[config.mk]
export PLATFORM = sky130hd
export DESIGN_NAME = peak_detect_agc_flags
export DESIGN_NICKNAME = d
export VERILOG_FILES = /design/src/rtl/peak_agc_pkg.sv /design/src/rtl/peak_detect_agc_flags.sv
export SDC_FILE = /design/constraint.sdc
export NUM_CORES = 2
export LEC_CHECK = 0
export BUFFER_PORTS_ARGS = -buffer_cell sky130_fd_sc_hd__buf_2
export CORE_ASPECT_RATIO = 0.8
export CORE_MARGIN = 5
export CORE_UTILIZATION = 47
export CTS_CLUSTER_DIAMETER = 80
export DETAILED_ROUTE_END_ITERATION = 7
export PLACE_DENSITY_LB_ADDON = 0.15
export SETUP_SLACK_MARGIN = 0.5
export SLEW_MARGIN = 25
export SYNTH_ARGS = -nofsm -noshare
export SYNTH_HDL_FRONTEND = slang
export SYNTH_SLANG_ARGS = --single-unit
[constraint.sdc]
create_clock -name clk_sys -period 9 [get_ports clk_sys]
set_clock_uncertainty 0.15 [all_clocks]
set_input_delay 0.9 -clock clk_sys [delete_from_list [all_inputs] [get_ports clk_sys]]
set_output_delay 0.9 -clock clk_sys [all_outputs]
set_load 0.02 [all_outputs]
[src/rtl/peak_agc_pkg.sv]
package peak_agc_pkg;
  // Widths
  localparam int SAMPLE_W = 16;
  localparam int POWER_W = 32;
  localparam int CODE_W = 12;
  localparam int REG_W = 8;
  localparam int IDX_W = 10;
  localparam int PIN_N = 4;
  localparam int DWELL_W = 24;
  localparam int BUS_W = 32;

  // Register indices; byte address is four times the index
  localparam logic [IDX_W-1:0] IDX_ATT_MODE = 10'h180;
  localparam logic [IDX_W-1:0] IDX_ATT_LEVEL_A = 10'h181;
  localparam logic [IDX_W-1:0] IDX_ATT_LEVEL_B = 10'h182;
  localparam logic [IDX_W-1:0] IDX_ATT_START = 10'h183;
  localparam logic [IDX_W-1:0] IDX_ATT_READBACK = 10'h184;
  localparam logic [IDX_W-1:0] IDX_UPPER_A_MSB = 10'h193;
  localparam logic [IDX_W-1:0] IDX_UPPER_A_LSB = 10'h194;
  localparam logic [IDX_W-1:0] IDX_UPPER_B_MSB = 10'h195;
  localparam logic [IDX_W-1:0] IDX_UPPER_B_LSB = 10'h196;
  localparam logic [IDX_W-1:0] IDX_LOWER_MSB = 10'h197;
  localparam logic [IDX_W-1:0] IDX_LOWER_LSB = 10'h198;
  localparam logic [IDX_W-1:0] IDX_DWELL_MANT = 10'h199;
  localparam logic [IDX_W-1:0] IDX_DWELL_EXP = 10'h19A;
  localparam logic [IDX_W-1:0] IDX_FLAG_A_SRC = 10'h19B;
  localparam logic [IDX_W-1:0] IDX_FLAG_B_SRC = 10'h19C;
  localparam logic [IDX_W-1:0] IDX_FLAG_EN = 10'h19D;
  localparam logic [IDX_W-1:0] IDX_DEC_SETTING = 10'h19E;
  localparam logic [IDX_W-1:0] IDX_GPIO_SEL = 10'h1B0;
  localparam logic [IDX_W-1:0] IDX_GPIO_DIR = 10'h1B1;
  localparam logic [IDX_W-1:0] IDX_GPIO_LEVEL = 10'h1B2;
  localparam logic [IDX_W-1:0] IDX_GPIO_OUT_RB = 10'h1B3;
  localparam logic [IDX_W-1:0] IDX_GPIO_IN_RB = 10'h1B4;

  // Field positions
  localparam int MODE_STEP_BIT = 0;
  localparam int EN_A_BIT = 0;
  localparam int EN_B_BIT = 1;
  localparam int OR_A_BIT = 2;
  localparam int OR_B_BIT = 3;
  localparam int PIN_UP = 0;
  localparam int PIN_DOWN = 1;
  localparam int PIN_FLAG_A = 2;
  localparam int PIN_FLAG_B = 3;

  // Reset values
  localparam logic [REG_W-1:0] ATT_LEVEL_RESET = 8'h0C;
  localparam logic [REG_W-1:0] REG_ZERO = 8'h00;
  localparam logic [CODE_W-1:0] THR_RESET = 12'h000;

  // Power to code mapping
  localparam int ZERO_DBFS_CODE = 12'hE00;
  localparam int FULL_SCALE_EXP = 30;
  localparam int CODE_PER_OCTAVE = 256;
  localparam int CODE_MAX = 12'hFFF;

  // Flag sources and decimation settings
  localparam logic [1:0] SRC_UPPER_A = 2'h0;
  localparam logic [1:0] SRC_UPPER_B = 2'h1;
  localparam logic [1:0] SRC_LOWER = 2'h2;
  localparam logic [1:0] SRC_ADC_RESET = 2'h3;
  localparam logic [2:0] DEC_32 = 3'h1;
  localparam logic [2:0] DEC_24 = 3'h2;

  // AHB-Lite
  localparam logic [1:0] HTRANS_NONSEQ = 2'h2;
endpackage

[src/rtl/peak_detect_agc_flags.sv]
// The implementer's own choice: the AHB-Lite slave port.
`timescale 1ns/100ps
module peak_detect_agc_flags #(
  parameter logic [7:0] ATTEN_MAX = 8'h1F
) (
  input wire logic clk_sys, // System clock
  input wire logic nrst, // Synchronous reset, active low
  input wire logic clkEn, // Freezes all state when low
  input wire logic hsel, // AHB slave select
  input wire logic [peak_agc_pkg::BUS_W-1:0] haddr, // AHB address
  input wire logic [1:0] htrans, // AHB transfer type
  input wire logic hwrite, // AHB write
  input wire logic [2:0] hsize, // AHB size, word only
  input wire logic [peak_agc_pkg::BUS_W-1:0] hwdata, // AHB write data
  input wire logic hready, // AHB bus ready
  output logic hreadyout, // AHB slave ready
  output logic hresp, // AHB response, always OKAY
  output logic [peak_agc_pkg::BUS_W-1:0] hrdata, // AHB read data
  input wire logic signed [peak_agc_pkg::SAMPLE_W-1:0] iSample, // Detector I sample
  input wire logic signed [peak_agc_pkg::SAMPLE_W-1:0] qSample, // Detector Q sample
  input wire logic sampleValid, // Detector sample strobe
  input wire logic outSampleStrobe, // Output IQ sample strobe
  input wire logic adcResetEvent, // Modulator reset event pulse
  input wire logic [peak_agc_pkg::PIN_N-1:0] pinIn, // Control pin levels
  output logic [peak_agc_pkg::PIN_N-1:0] pinOut, // Control pin drive level
  output logic [peak_agc_pkg::PIN_N-1:0] pinOeN, // Control pin enable, low drives
  output logic [peak_agc_pkg::REG_W-1:0] attenSetting // Attenuator value in force
);
  import peak_agc_pkg::*;

  typedef enum logic [1:0] {BUS_IDLE, BUS_WRITE, BUS_READ_WAIT, BUS_READ_DATA} busState_type;

  busState_type busState_r;
  logic [IDX_W-1:0] addrIdx_r;
  logic [BUS_W-1:0] hrdata_r;
  logic [REG_W-1:0] regRead;
  logic accept;
  logic regWrite;

  logic [REG_W-1:0] attMode_r, attLevelA_r, attLevelB_r, attStart_r;
  logic [REG_W-1:0] gpioSel_r, gpioDir_r, gpioLevel_r;
  logic [CODE_W-1:0] thrUpperA_r, thrUpperB_r, thrLower_r;
  logic [REG_W-1:0] dwellMant_r, dwellExp_r, flagEn_r, decSetting_r;
  logic [1:0] flagASrc_r, flagBSrc_r;

  logic [POWER_W-1:0] power_r;
  logic powValid_r;
  logic [CODE_W-1:0] code_r;
  logic codeValid_r;
  logic aboveA_r, aboveB_r;
  logic [DWELL_W-1:0] dwellCnt_r;
  logic [DWELL_W-1:0] dwellTarget;
  logic dwellPhase_r;
  logic lowFlag_r;
  logic resetPend_r;
  logic [1:0] resetStage_r;
  logic resetFlag;
  logic shortLat;
  logic flagA_r, flagB_r;

  logic [PIN_N-1:0] pinSync1_r, pinSync2_r, pinPrev_r;
  logic upEdge, downEdge, stepMode, loadPend_r;
  logic [REG_W-1:0] attenValue_r;
  logic [PIN_N-1:0] pinFlag, pinFlagEn, gpioOutRb, gpioInRb;

  function automatic logic [CODE_W-1:0] powerToCode(input logic [POWER_W-1:0] p);
    int msb;
    int codeInt;
    logic [POWER_W-1:0] norm;
    msb = 0;
    for (int k = 0; k < POWER_W; k++)
    begin
      if (p[k])
        msb = k;
    end
    norm = p << (POWER_W - 1 - msb);
    codeInt = ZERO_DBFS_CODE + (msb - FULL_SCALE_EXP) * CODE_PER_OCTAVE + int'(norm[POWER_W-2 -: 8]);
    if (p == '0 || codeInt < 0)
      codeInt = 0;
    else if (codeInt > CODE_MAX)
      codeInt = CODE_MAX;
    return CODE_W'(codeInt);
  endfunction

  // Widen before squaring so the product keeps all its bits
  function automatic logic [POWER_W-1:0] square(input logic signed [SAMPLE_W-1:0] s);
    logic signed [POWER_W-1:0] w;
    w = POWER_W'(s);
    return POWER_W'(w * w);
  endfunction

  function automatic logic selectFlag(input logic [1:0] src, input logic orReset, input logic upA,
                                      input logic upB, input logic low, input logic rst);
    case (src)
      SRC_UPPER_A: return upA | (orReset & rst);
      SRC_UPPER_B: return upB | (orReset & rst);
      SRC_LOWER: return low;
      default: return rst;
    endcase
  endfunction

  // Bus slave: writes take no wait state, reads take one
  assign accept = hsel && hready && (htrans == HTRANS_NONSEQ || htrans[1]);
  assign regWrite = clkEn && busState_r == BUS_WRITE;
  assign hreadyout = busState_r != BUS_READ_WAIT;
  assign hresp = 1'h0;
  assign hrdata = hrdata_r;

  always_ff @(posedge clk_sys)
  begin
    if (!nrst)
    begin
      busState_r <= BUS_IDLE;
      addrIdx_r <= '0;
    end
    else if (clkEn)
    begin
      if (accept)
      begin
        busState_r <= hwrite ? BUS_WRITE : BUS_READ_WAIT;
        addrIdx_r <= (haddr[BUS_W-1:IDX_W+2] == '0) ? haddr[IDX_W+1:2] : '0;
      end
      else if (busState_r == BUS_READ_WAIT)
        busState_r <= BUS_READ_DATA;
      else
        busState_r <= BUS_IDLE;
    end
  end

  always_ff @(posedge clk_sys)
  begin
    if (!nrst)
      hrdata_r <= '0;
    else if (clkEn && busState_r == BUS_READ_WAIT)
      hrdata_r <= {{(BUS_W - REG_W){1'h0}}, regRead};
  end

  always_comb
  begin
    case (addrIdx_r)
      IDX_ATT_MODE: regRead = attMode_r;
      IDX_ATT_LEVEL_A: regRead = attLevelA_r;
      IDX_ATT_LEVEL_B: regRead = attLevelB_r;
      IDX_ATT_START: regRead = attStart_r;
      IDX_ATT_READBACK: regRead = attenValue_r;
      IDX_UPPER_A_MSB: regRead = {4'h0, thrUpperA_r[11:8]};
      IDX_UPPER_A_LSB: regRead = thrUpperA_r[7:0];
      IDX_UPPER_B_MSB: regRead = {4'h0, thrUpperB_r[11:8]};
      IDX_UPPER_B_LSB: regRead = thrUpperB_r[7:0];
      IDX_LOWER_MSB: regRead = {4'h0, thrLower_r[11:8]};
      IDX_LOWER_LSB: regRead = thrLower_r[7:0];
      IDX_DWELL_MANT: regRead = dwellMant_r;
      IDX_DWELL_EXP: regRead = dwellExp_r;
      IDX_FLAG_A_SRC: regRead = {6'h00, flagASrc_r};
      IDX_FLAG_B_SRC: regRead = {6'h00, flagBSrc_r};
      IDX_FLAG_EN: regRead = flagEn_r;
      IDX_DEC_SETTING: regRead = decSetting_r;
      IDX_GPIO_SEL: regRead = gpioSel_r;
      IDX_GPIO_DIR: regRead = gpioDir_r;
      IDX_GPIO_LEVEL: regRead = gpioLevel_r;
      IDX_GPIO_OUT_RB: regRead = {4'h0, gpioOutRb};
      IDX_GPIO_IN_RB: regRead = {4'h0, gpioInRb};
      default: regRead = REG_ZERO;
    endcase
  end

  always_ff @(posedge clk_sys)
  begin
    if (!nrst)
    begin
      attMode_r <= REG_ZERO;
      attLevelA_r <= ATT_LEVEL_RESET;
      attLevelB_r <= ATT_LEVEL_RESET;
      attStart_r <= REG_ZERO;
      gpioSel_r <= REG_ZERO;
      gpioDir_r <= REG_ZERO;
      gpioLevel_r <= REG_ZERO;
      thrUpperA_r <= THR_RESET;
      thrUpperB_r <= THR_RESET;
      thrLower_r <= THR_RESET;
      dwellMant_r <= REG_ZERO;
      dwellExp_r <= REG_ZERO;
      flagASrc_r <= SRC_UPPER_A;
      flagBSrc_r <= SRC_UPPER_A;
      flagEn_r <= REG_ZERO;
      decSetting_r <= REG_ZERO;
    end
    else if (regWrite)
    begin
      case (addrIdx_r)
        IDX_ATT_MODE: attMode_r <= {7'h00, hwdata[MODE_STEP_BIT]};
        IDX_ATT_LEVEL_A: attLevelA_r <= hwdata[7:0];
        IDX_ATT_LEVEL_B: attLevelB_r <= hwdata[7:0];
        IDX_ATT_START: attStart_r <= hwdata[7:0];
        IDX_UPPER_A_MSB: thrUpperA_r[11:8] <= hwdata[3:0];
        IDX_UPPER_A_LSB: thrUpperA_r[7:0] <= hwdata[7:0];
        IDX_UPPER_B_MSB: thrUpperB_r[11:8] <= hwdata[3:0];
        IDX_UPPER_B_LSB: thrUpperB_r[7:0] <= hwdata[7:0];
        IDX_LOWER_MSB: thrLower_r[11:8] <= hwdata[3:0];
        IDX_LOWER_LSB: thrLower_r[7:0] <= hwdata[7:0];
        IDX_DWELL_MANT: dwellMant_r <= hwdata[7:0];
        IDX_DWELL_EXP: dwellExp_r <= {4'h0, hwdata[3:0]};
        IDX_FLAG_A_SRC: flagASrc_r <= hwdata[1:0];
        IDX_FLAG_B_SRC: flagBSrc_r <= hwdata[1:0];
        IDX_FLAG_EN: flagEn_r <= {4'h0, hwdata[3:0]};
        IDX_DEC_SETTING: decSetting_r <= {5'h00, hwdata[2:0]};
        IDX_GPIO_SEL: gpioSel_r <= {4'h0, hwdata[3:0]};
        IDX_GPIO_DIR: gpioDir_r <= {4'h0, hwdata[3:0]};
        IDX_GPIO_LEVEL: gpioLevel_r <= {4'h0, hwdata[3:0]};
        default: ;
      endcase
    end
  end

  // Power of each zero-IF detector sample, then log code
  always_ff @(posedge clk_sys)
  begin
    if (!nrst)
    begin
      power_r <= '0;
      powValid_r <= 1'h0;
      code_r <= '0;
      codeValid_r <= 1'h0;
    end
    else if (clkEn)
    begin
      powValid_r <= sampleValid;
      codeValid_r <= powValid_r;
      if (sampleValid)
        power_r <= square(iSample) + square(qSample);
      if (powValid_r)
        code_r <= powerToCode(power_r);
    end
  end

  // Threshold compare every detector sample
  always_ff @(posedge clk_sys)
  begin
    if (!nrst)
    begin
      aboveA_r <= 1'h0;
      aboveB_r <= 1'h0;
    end
    else if (clkEn && codeValid_r)
    begin
      aboveA_r <= code_r > thrUpperA_r;
      aboveB_r <= code_r > thrUpperB_r;
    end
  end

  // Dwell ticks every second detector sample, i.e. ADC/12 or ADC/16
  assign dwellTarget = DWELL_W'({16'h0000, dwellMant_r} << dwellExp_r[3:0]);

  always_ff @(posedge clk_sys)
  begin
    if (!nrst)
    begin
      dwellCnt_r <= '0;
      dwellPhase_r <= 1'h0;
      lowFlag_r <= 1'h0;
    end
    else if (clkEn && codeValid_r)
    begin
      if (code_r > thrLower_r)
      begin
        dwellCnt_r <= '0;
        dwellPhase_r <= 1'h0;
        lowFlag_r <= 1'h0;
      end
      else
      begin
        dwellPhase_r <= ~dwellPhase_r;
        if (dwellPhase_r && dwellCnt_r < dwellTarget)
          dwellCnt_r <= dwellCnt_r + 1'h1;
        lowFlag_r <= dwellCnt_r >= dwellTarget;
      end
    end
  end

  // Reset event skips the filter path, counted in output samples
  assign shortLat = decSetting_r[2:0] == DEC_32 || decSetting_r[2:0] == DEC_24;
  assign resetFlag = shortLat ? resetStage_r[0] : resetStage_r[1];

  always_ff @(posedge clk_sys)
  begin
    if (!nrst)
    begin
      resetPend_r <= 1'h0;
      resetStage_r <= 2'h0;
    end
    else if (clkEn)
    begin
      if (outSampleStrobe)
      begin
        resetStage_r <= {resetStage_r[0], resetPend_r};
        resetPend_r <= adcResetEvent;
      end
      else if (adcResetEvent)
        resetPend_r <= 1'h1;
    end
  end

  always_ff @(posedge clk_sys)
  begin
    if (!nrst)
    begin
      flagA_r <= 1'h0;
      flagB_r <= 1'h0;
    end
    else if (clkEn)
    begin
      flagA_r <= selectFlag(flagASrc_r, flagEn_r[OR_A_BIT], aboveA_r, aboveB_r, lowFlag_r, resetFlag);
      flagB_r <= selectFlag(flagBSrc_r, flagEn_r[OR_B_BIT], aboveA_r, aboveB_r, lowFlag_r, resetFlag);
    end
  end

  // Pin synchroniser and edge history
  always_ff @(posedge clk_sys)
  begin
    if (!nrst)
    begin
      pinSync1_r <= '0;
      pinSync2_r <= '0;
      pinPrev_r <= '0;
    end
    else if (clkEn)
    begin
      pinSync1_r <= pinIn;
      pinSync2_r <= pinSync1_r;
      pinPrev_r <= pinSync2_r;
    end
  end

  assign upEdge = pinSync2_r[PIN_UP] & ~pinPrev_r[PIN_UP] & ~gpioSel_r[PIN_UP];
  assign downEdge = pinSync2_r[PIN_DOWN] & ~pinPrev_r[PIN_DOWN] & ~gpioSel_r[PIN_DOWN];
  assign stepMode = attMode_r[MODE_STEP_BIT];

  // Attenuator in force
  always_ff @(posedge clk_sys)
  begin
    if (!nrst)
    begin
      attenValue_r <= ATT_LEVEL_RESET;
      loadPend_r <= 1'h0;
    end
    else if (clkEn)
    begin
      loadPend_r <= regWrite && (addrIdx_r == IDX_ATT_MODE || addrIdx_r == IDX_ATT_START);
      if (!stepMode)
        attenValue_r <= (pinSync2_r[PIN_DOWN] & ~gpioSel_r[PIN_DOWN]) ? attLevelB_r : attLevelA_r;
      else if (loadPend_r)
        attenValue_r <= attStart_r;
      else if (downEdge && !upEdge && attenValue_r != REG_ZERO)
        attenValue_r <= attenValue_r - 8'h01;
      else if (upEdge && !downEdge && attenValue_r < ATTEN_MAX)
        attenValue_r <= attenValue_r + 8'h01;
    end
  end

  assign attenSetting = attenValue_r;

  // Pin drivers
  assign pinFlag = {flagB_r, flagA_r, 2'h0};
  assign pinFlagEn = {flagEn_r[EN_B_BIT], flagEn_r[EN_A_BIT], 2'h0};
  assign gpioOutRb = gpioLevel_r[PIN_N-1:0] & gpioSel_r[PIN_N-1:0] & gpioDir_r[PIN_N-1:0];
  assign gpioInRb = pinSync2_r & gpioSel_r[PIN_N-1:0] & ~gpioDir_r[PIN_N-1:0];

  genvar g;
  generate
    for (g = 0; g < PIN_N; g++)
    begin : g_pin
      always_ff @(posedge clk_sys)
      begin
        if (!nrst)
        begin
          pinOut[g] <= 1'h0;
          pinOeN[g] <= 1'h1;
        end
        else if (clkEn)
        begin
          if (gpioSel_r[g])
          begin
            pinOut[g] <= gpioLevel_r[g];
            pinOeN[g] <= ~gpioDir_r[g];
          end
          else
          begin
            pinOut[g] <= pinFlag[g] & pinFlagEn[g];
            pinOeN[g] <= ~pinFlagEn[g];
          end
        end
      end
    end
  endgenerate

  a_upper_exceed: assert property (@(posedge clk_sys) disable iff (!nrst)
    clkEn && codeValid_r && code_r <= thrUpperB_r |=> !aboveB_r)
    else $error("upper flag set without exceeding threshold");

  a_dwell_restart: assert property (@(posedge clk_sys) disable iff (!nrst)
    clkEn && codeValid_r && code_r > thrLower_r |=> dwellCnt_r == '0 && !lowFlag_r)
    else $error("dwell not restarted on excursion");

  a_dwell_expiry: assert property (@(posedge clk_sys) disable iff (!nrst)
    $rose(lowFlag_r) |-> $past(dwellCnt_r) >= $past(dwellTarget))
    else $error("lower flag rose before dwell expired");

  a_flag_pin_drive: assert property (@(posedge clk_sys) disable iff (!nrst)
    clkEn && !gpioSel_r[PIN_FLAG_A] && !flagEn_r[EN_A_BIT] |=> pinOeN[PIN_FLAG_A] && !pinOut[PIN_FLAG_A])
    else $error("disabled flag pin driven");

  a_reset_bypass: assert property (@(posedge clk_sys) disable iff (!nrst)
    clkEn && outSampleStrobe && resetStage_r[0] && !shortLat |=> resetFlag)
    else $error("reset flag not raised after two output samples");

  a_two_level: assert property (@(posedge clk_sys) disable iff (!nrst)
    clkEn && !stepMode && !gpioSel_r[PIN_DOWN] && pinSync2_r[PIN_DOWN] |=> attenValue_r == $past(attLevelB_r))
    else $error("two-level mode ignored down pin");

  a_step_down: assert property (@(posedge clk_sys) disable iff (!nrst)
    clkEn && stepMode && !loadPend_r && downEdge && !upEdge && attenValue_r != REG_ZERO
    |=> attenValue_r == $past(attenValue_r) - 8'h01)
    else $error("down pulse did not lower attenuation by one");

  a_step_saturate: assert property (@(posedge clk_sys) disable iff (!nrst)
    clkEn && stepMode && !loadPend_r && attenValue_r == ATTEN_MAX && upEdge && !downEdge |=> attenValue_r == ATTEN_MAX)
    else $error("step attenuation wrapped");

  a_reset_state: assert property (@(posedge clk_sys) disable iff (!nrst)
    nrst && !$past(nrst) |-> attenValue_r == ATT_LEVEL_RESET && !stepMode)
    else $error("wrong attenuator state after reset");

  a_gpio_output: assert property (@(posedge clk_sys) disable iff (!nrst)
    clkEn && gpioSel_r[PIN_FLAG_B] && gpioDir_r[PIN_FLAG_B]
    |=> !pinOeN[PIN_FLAG_B] && pinOut[PIN_FLAG_B] == $past(gpioLevel_r[PIN_FLAG_B]))
    else $error("gpio output not driven");
endmodule

Yosys cells after proc, flatten, opt, wreduce, memory -nomap -nowiden:

Index checks and enable logic that the tools add are counted.

* add/subtract/negate cells: 8
* multiply operators: 2
* $lt $le $gt $ge: 8
* eq/ne operators: 33
* shifts and indexed selects: 2
* mux-type cells: 63
* bitwise operators: 29
* reduce and logical (&&, ||, !) cells: 50

Operators by type and width (count)
* $mux 32: 33
* $eq 10x9->1 const B: 22
* $pmux 8 s22: 1
* $mul 16x16->32: 2
* $reduce_and 2->1: 26
* $mux 24: 2
* $mux 8: 5
* $gt 12x12->1: 3
* $add 13x32->32 const A: 1
* $add 32x32->32: 1
* $add 32x9->32: 1
* $gt 32x13->1 const B: 1
* $logic_not 32->1: 1
* $lt 32x1->1 const B: 1
* $shl 32x32->31: 1
* $sub 6x32->32 const A: 1
* $add 24x1->24 const B: 1
* $ge 24x24->1: 1
* $lt 24x24->1: 1
* $mux 12: 2
* $shl 8x4->24: 1
* $sub 24x6->24 const B: 1
* $logic_not 20->1: 1
* $and 4x4->4: 4
* 23 further kinds: 81

* bits in registers: 222
* input bits: 114
* output and inout bits: 50
* word-level logic and storage cells: 243

Logic depth before layout (Yosys ltp):

* word-level depth: 40
* gate-level depth with buffers: 27
* depth with buffers taken out: 26

Least setup slack after synthesis:

No wires, ideal clock.

* path type: in2reg
* start point: input port iSample[2] in the netlist's numbering
* end point: register power_r[31]
* setup time: 0.119 ns
* data arrival time: 7.748 ns
* data required time: 8.731 ns
* slack: 0.983 ns
* cell stages on the path: 26
* buffers on the path: 2
* path through: clkbuf_1 -> clkbuf_1 -> nand2_1 -> fa_1 -> inv_1 -> fa_1 -> inv_1 -> fa_1 -> inv_1 -> fa_1 -> inv_1 -> fa_1 -> fa_1 -> inv_1 -> fa_1 -> fa_1 -> ha_1 -> a21o_1 -> a2111oi_0 -> a21boi_1 -> o311a_1 -> o211ai_1 -> o211a_1 -> o41ai_1 -> and4b_1 -> nor3_1

* longest elaborated chain between the ends: 2

RTL lines
* from (decl): line peak_detect_agc_flags.sv:19 `input wire logic signed [peak_agc_pkg::SAMPLE_W-1:0] iSample,`
* $mul 16x16->32: line peak_detect_agc_flags.sv:89 `return POWER_W'(w * w);`
* $add 32x32->32: line peak_detect_agc_flags.sv:230 `power_r <= square(iSample) + square(qSample);`
* to (signal assigned): line peak_detect_agc_flags.sv:230
* to (decl): line peak_detect_agc_flags.sv:46 `logic [POWER_W-1:0] power_r;`

Every way passes these cells.
A chain may end at the register's enable or synchronous reset.

Final worst setup path:

* start point: input port qSample[4] in the netlist's numbering
* end point: register power_r[30]

* longest elaborated chain between the ends: 2

RTL lines
* from (decl): line peak_detect_agc_flags.sv:20 `input wire logic signed [peak_agc_pkg::SAMPLE_W-1:0] qSample,`
* $mul 16x16->32: line peak_detect_agc_flags.sv:89
* $add 32x32->32: line peak_detect_agc_flags.sv:230

Every way passes these cells.

==> reports/metrics.yaml <==
final_layout:
  fin_nets: 4249
  area_growth_pct: 7.36
  n_fill_cell: 5997
  final_cell_area_um2: 33000
  diodes: 0
  post-route-util_pct: 51.1
  drive_gt1_share_pct: 7.20
yosys:
  synth_cell_types: 88
  muxShareOfSynthArea_pct: 5.73
  synth.avg_cell_area_um2: 9.16
  synth_top_family_by_area: "adder cells"
  syn_inst: 3351
  yosysSeqAreaShare_pct: 14.4
  async_flop_share_pct: 0
  yosysWarnings: 0
  syn_area_um2: 30700
  synth-xor-area-share_pct: 1.63
  synth-adder-area-share_pct: 42.8
  synth_compound_area_share_pct: 9.65
  synth_edf_count: 0
  ys_ff_latch: 221
  synth-simple-area-share_pct: 15.6
  ys.flop_type: "dfxtp_1"
worst_setup_path:
  worstPathRequired_ps: 9270
  cp.arrival_ps: 8390
  cp_slowest_cell: "fa_1"
  cp-start-kind: "primary input"
  cp_cell_sequence: "buf_2, inv_1, nor2_1, fa_1, fa_1, inv_1, fa_1, fa_1, fa_1, fa_1, fa_1, inv_1, fa_1, ha_1, a21o_1, a21o_1, a21oi_1, o22ai_1, a41oi_1, nand2_1, a211oi_1, nor3_1, or3b_1"
  cpMostUsedCell: "fa_1"
  cp_num_buf_inv: 4
  r2r_slack_ps: 4580
  r2r-end: "dwellCnt_r[5]$_SDFFE_PN0P_"
  cp_max_fo: 13
  r2r_cells: 16
  end_kind: "flop"
  reg2reg_from: "dwellExp_r[0]$_SDFFE_PN0P_"
  cp_top_family: "adder cells"
  path_class: "primary input to flop"
  critPathMaxStageDelay_ps: 680
sta:
  setup_viol: 0
  report.final.slew_viol_count: 0
  min_period_ps: 8120
  grt_setup_unrepaired: "false"
  holdWs_ps: 319
  fmax_mhz: 123
  finalCritPeriodShare_pct: 90.2
  worstMarginPinSlew_ps: 1030
  hold_viol: 0
  relSlewSlack_pct: 31.0
  tns_ps: 0
drt:
  vias: 22773
  vias_per_cell: 5.34
  ant_nets: 0
  drc: 0
  drt-initial-drc-count: 1282
  first_pass_iters: 5
  drt_wl_total_um: 79200
  wl_per_cell_um: 18.6
run_status:
  status: "finished, final reports clean"
die:
  die_area_um2: 70600
  rows: 83
  start_util_pct: 47.6
  io_pins: 164
  die_h_um: 239
  coreArea_um2: 64500
  die_w_um: 296
global_routing:
  first_global_vias: 24536
  grt_pass1_wl_um: 132000
  antenna_found_initial: 2
  grt.overflow.total: 0
  grt_start_max_net_pins: 115
  grt_usage_pct: 22.8
clock_tree:
  clk_root_buffer_cell: "clkbuf_16"
  cts.sinks: 221
  clk_pin_slew_ps: 60
  cts_setup_buffers: 0
  numCtsBuffers: 26
  htree_num_levels: 1
  clock_path_buffers: 3
  clock_latency_ps: 550
  cts_tree: "built"
placement:
  port_buffers: 108
  place_area_um2: 32000
  hpwl_um: 66500
  gp_congestion: 0.902
run:
  maxCapViolCount: 0
hold_path:
  min_to: "resetStage_r[1]$_SDFFE_PN0P_"
  min_path_type: "flop to flop"
  hp-start: "resetStage_r[1]$_SDFFE_PN0P_"
  min_path_cells: 2
## what timing repair did
action | CTS | global route
hold buffers | 0 | 0
gates resized for setup | 0 | 3
endpoints found under the setup margin | 0 | 3
## cells in the final DEF (no fill, tap or decap), types with 13 or more instances in the layout
master,synthesis,final
a21boi_0,46,46
a21o_1,31,31
a21oi_1,94,94
a221oi_1,13,13
a22oi_1,35,35
a31oi_1,13,13
and2_1,111,111
buf_2,9,106
buf_4,26,36
clkbuf_16,0,26
conb_1,1,25
dfxtp_1,221,221
fa_1,524,524
ha_1,212,212
inv_1,642,642
mux2_2,24,24
mux2i_1,143,143
nand2_1,320,320
nand2b_1,30,30
nand3_1,59,59
nand4_1,21,21
nor2_1,125,124
nor2b_1,132,132
nor3_1,32,30
o211ai_1,16,16
o21a_1,13,13
o21ai_0,75,75
o31ai_1,14,13
or3_1,16,16
xnor2_1,39,39
xor2_1,18,18
## sequential cells by signal, indices dropped and copies added (netlist names), 8 cells and up
name and flops:
power_r 31, code_r 12, thrLower_r 12, attLevelB_r 8, attStart_r 8, thrUpperB_r 12, thrUpperA_r 12, attenSetting 8
addrIdx_r 10, dwellCnt_r 24, hrdata 8, dwellMant_r 8, attLevelA_r 8
## layout make-up
class | count | area [µm²] | area share (%)
multi-input cells | 2358 | 23300 | 70.7
flip-flops and latches | 221 | 4420 | 13.4
inverters | 648 | 2430 | 7.38
well taps | 850 | 1060 | 3.23
repair buffers | 144 | 820 | 2.49
clock buffers | 39 | 759 | 2.30
clock inverters | 7 | 160 | 0.486
## stage by stage
stage                     worst slack, ps  std cells
final                                 885       4267
after global routing                  527       4267
after CTS                             777       4267
after detailed placement              231       4221
after global placement                338       4221
after floorplan                       983       3375
## synthesized netlist by cell type, drive strengths merged (10+ instances only)
cell    count  area [µm²]
a21boi     50         375
a21o       31         233
a21oi      94         470
a221oi     14         140
a22oi      36         275
a31oi      14         103
and2      111         694
and3       12        75.1
buf        44         289
clkbuf    104         390
dfxtp     221        4420
fa        524       10500
ha        212        2650
inv       643        2410
mux2       25         282
mux2i     143        1430
nand2     321        1210
nand2b     30         188
nand3      60         305
nand4      21         131
nor2      128         521
nor2b     132         826
nor3       34         193
nor3b      13         103
nor4       15         100
o211a      10         100
o211ai     16         120
o21a       13        97.6
o21ai      83         415
o31ai      14         105
or3        16         100
or4        11        82.6
xnor2      39         342
xor2       18         158
## tightest hold or removal path, stage by stage, from the launching register on
cell	delay (ps)
dfxtp_1	300
nand2_1	50
a21boi_0	60
## metal layers
layer	part of all wire [%]	global-route usage [%]
met1	47	33.7
met2	46	36.8
met3	5.2	2.33
met4	1.9	4.63
met5	0.034	0
## cell families (layout without fill, tap and decap cells)
kind of cell | count (synthesis) | in the layout
compound gates | 434 | 434
buf+inv | 796 | 838
fa+ha+maj | 736 | 736
other cells | 1 | 25
xor+xnor | 57 | 57
simple gates | 936 | 936
mux | 170 | 170
flops | 221 | 221
## worst max path at each step
stage                     startpoint                       end  slack [ps]  cells past startpoint
after floorplan           iSample[2]  power_r[31]$_SDFFE_PN0P_         980                     26
after global placement    qSample[8]  power_r[31]$_SDFFE_PN0P_         340                     25
after detailed placement  qSample[8]  power_r[31]$_SDFFE_PN0P_         230                     23
after CTS                 qSample[8]  power_r[31]$_SDFFE_PN0P_         780                     23
after global routing      qSample[4]  power_r[30]$_SDFFE_PN0P_         530                     23
final                     qSample[4]  power_r[30]$_SDFFE_PN0P_         880                     23
Power is left out: the tool's default activity adds up to more than one toggle a clock period on the data nets, which glitch-free logic cannot reach.
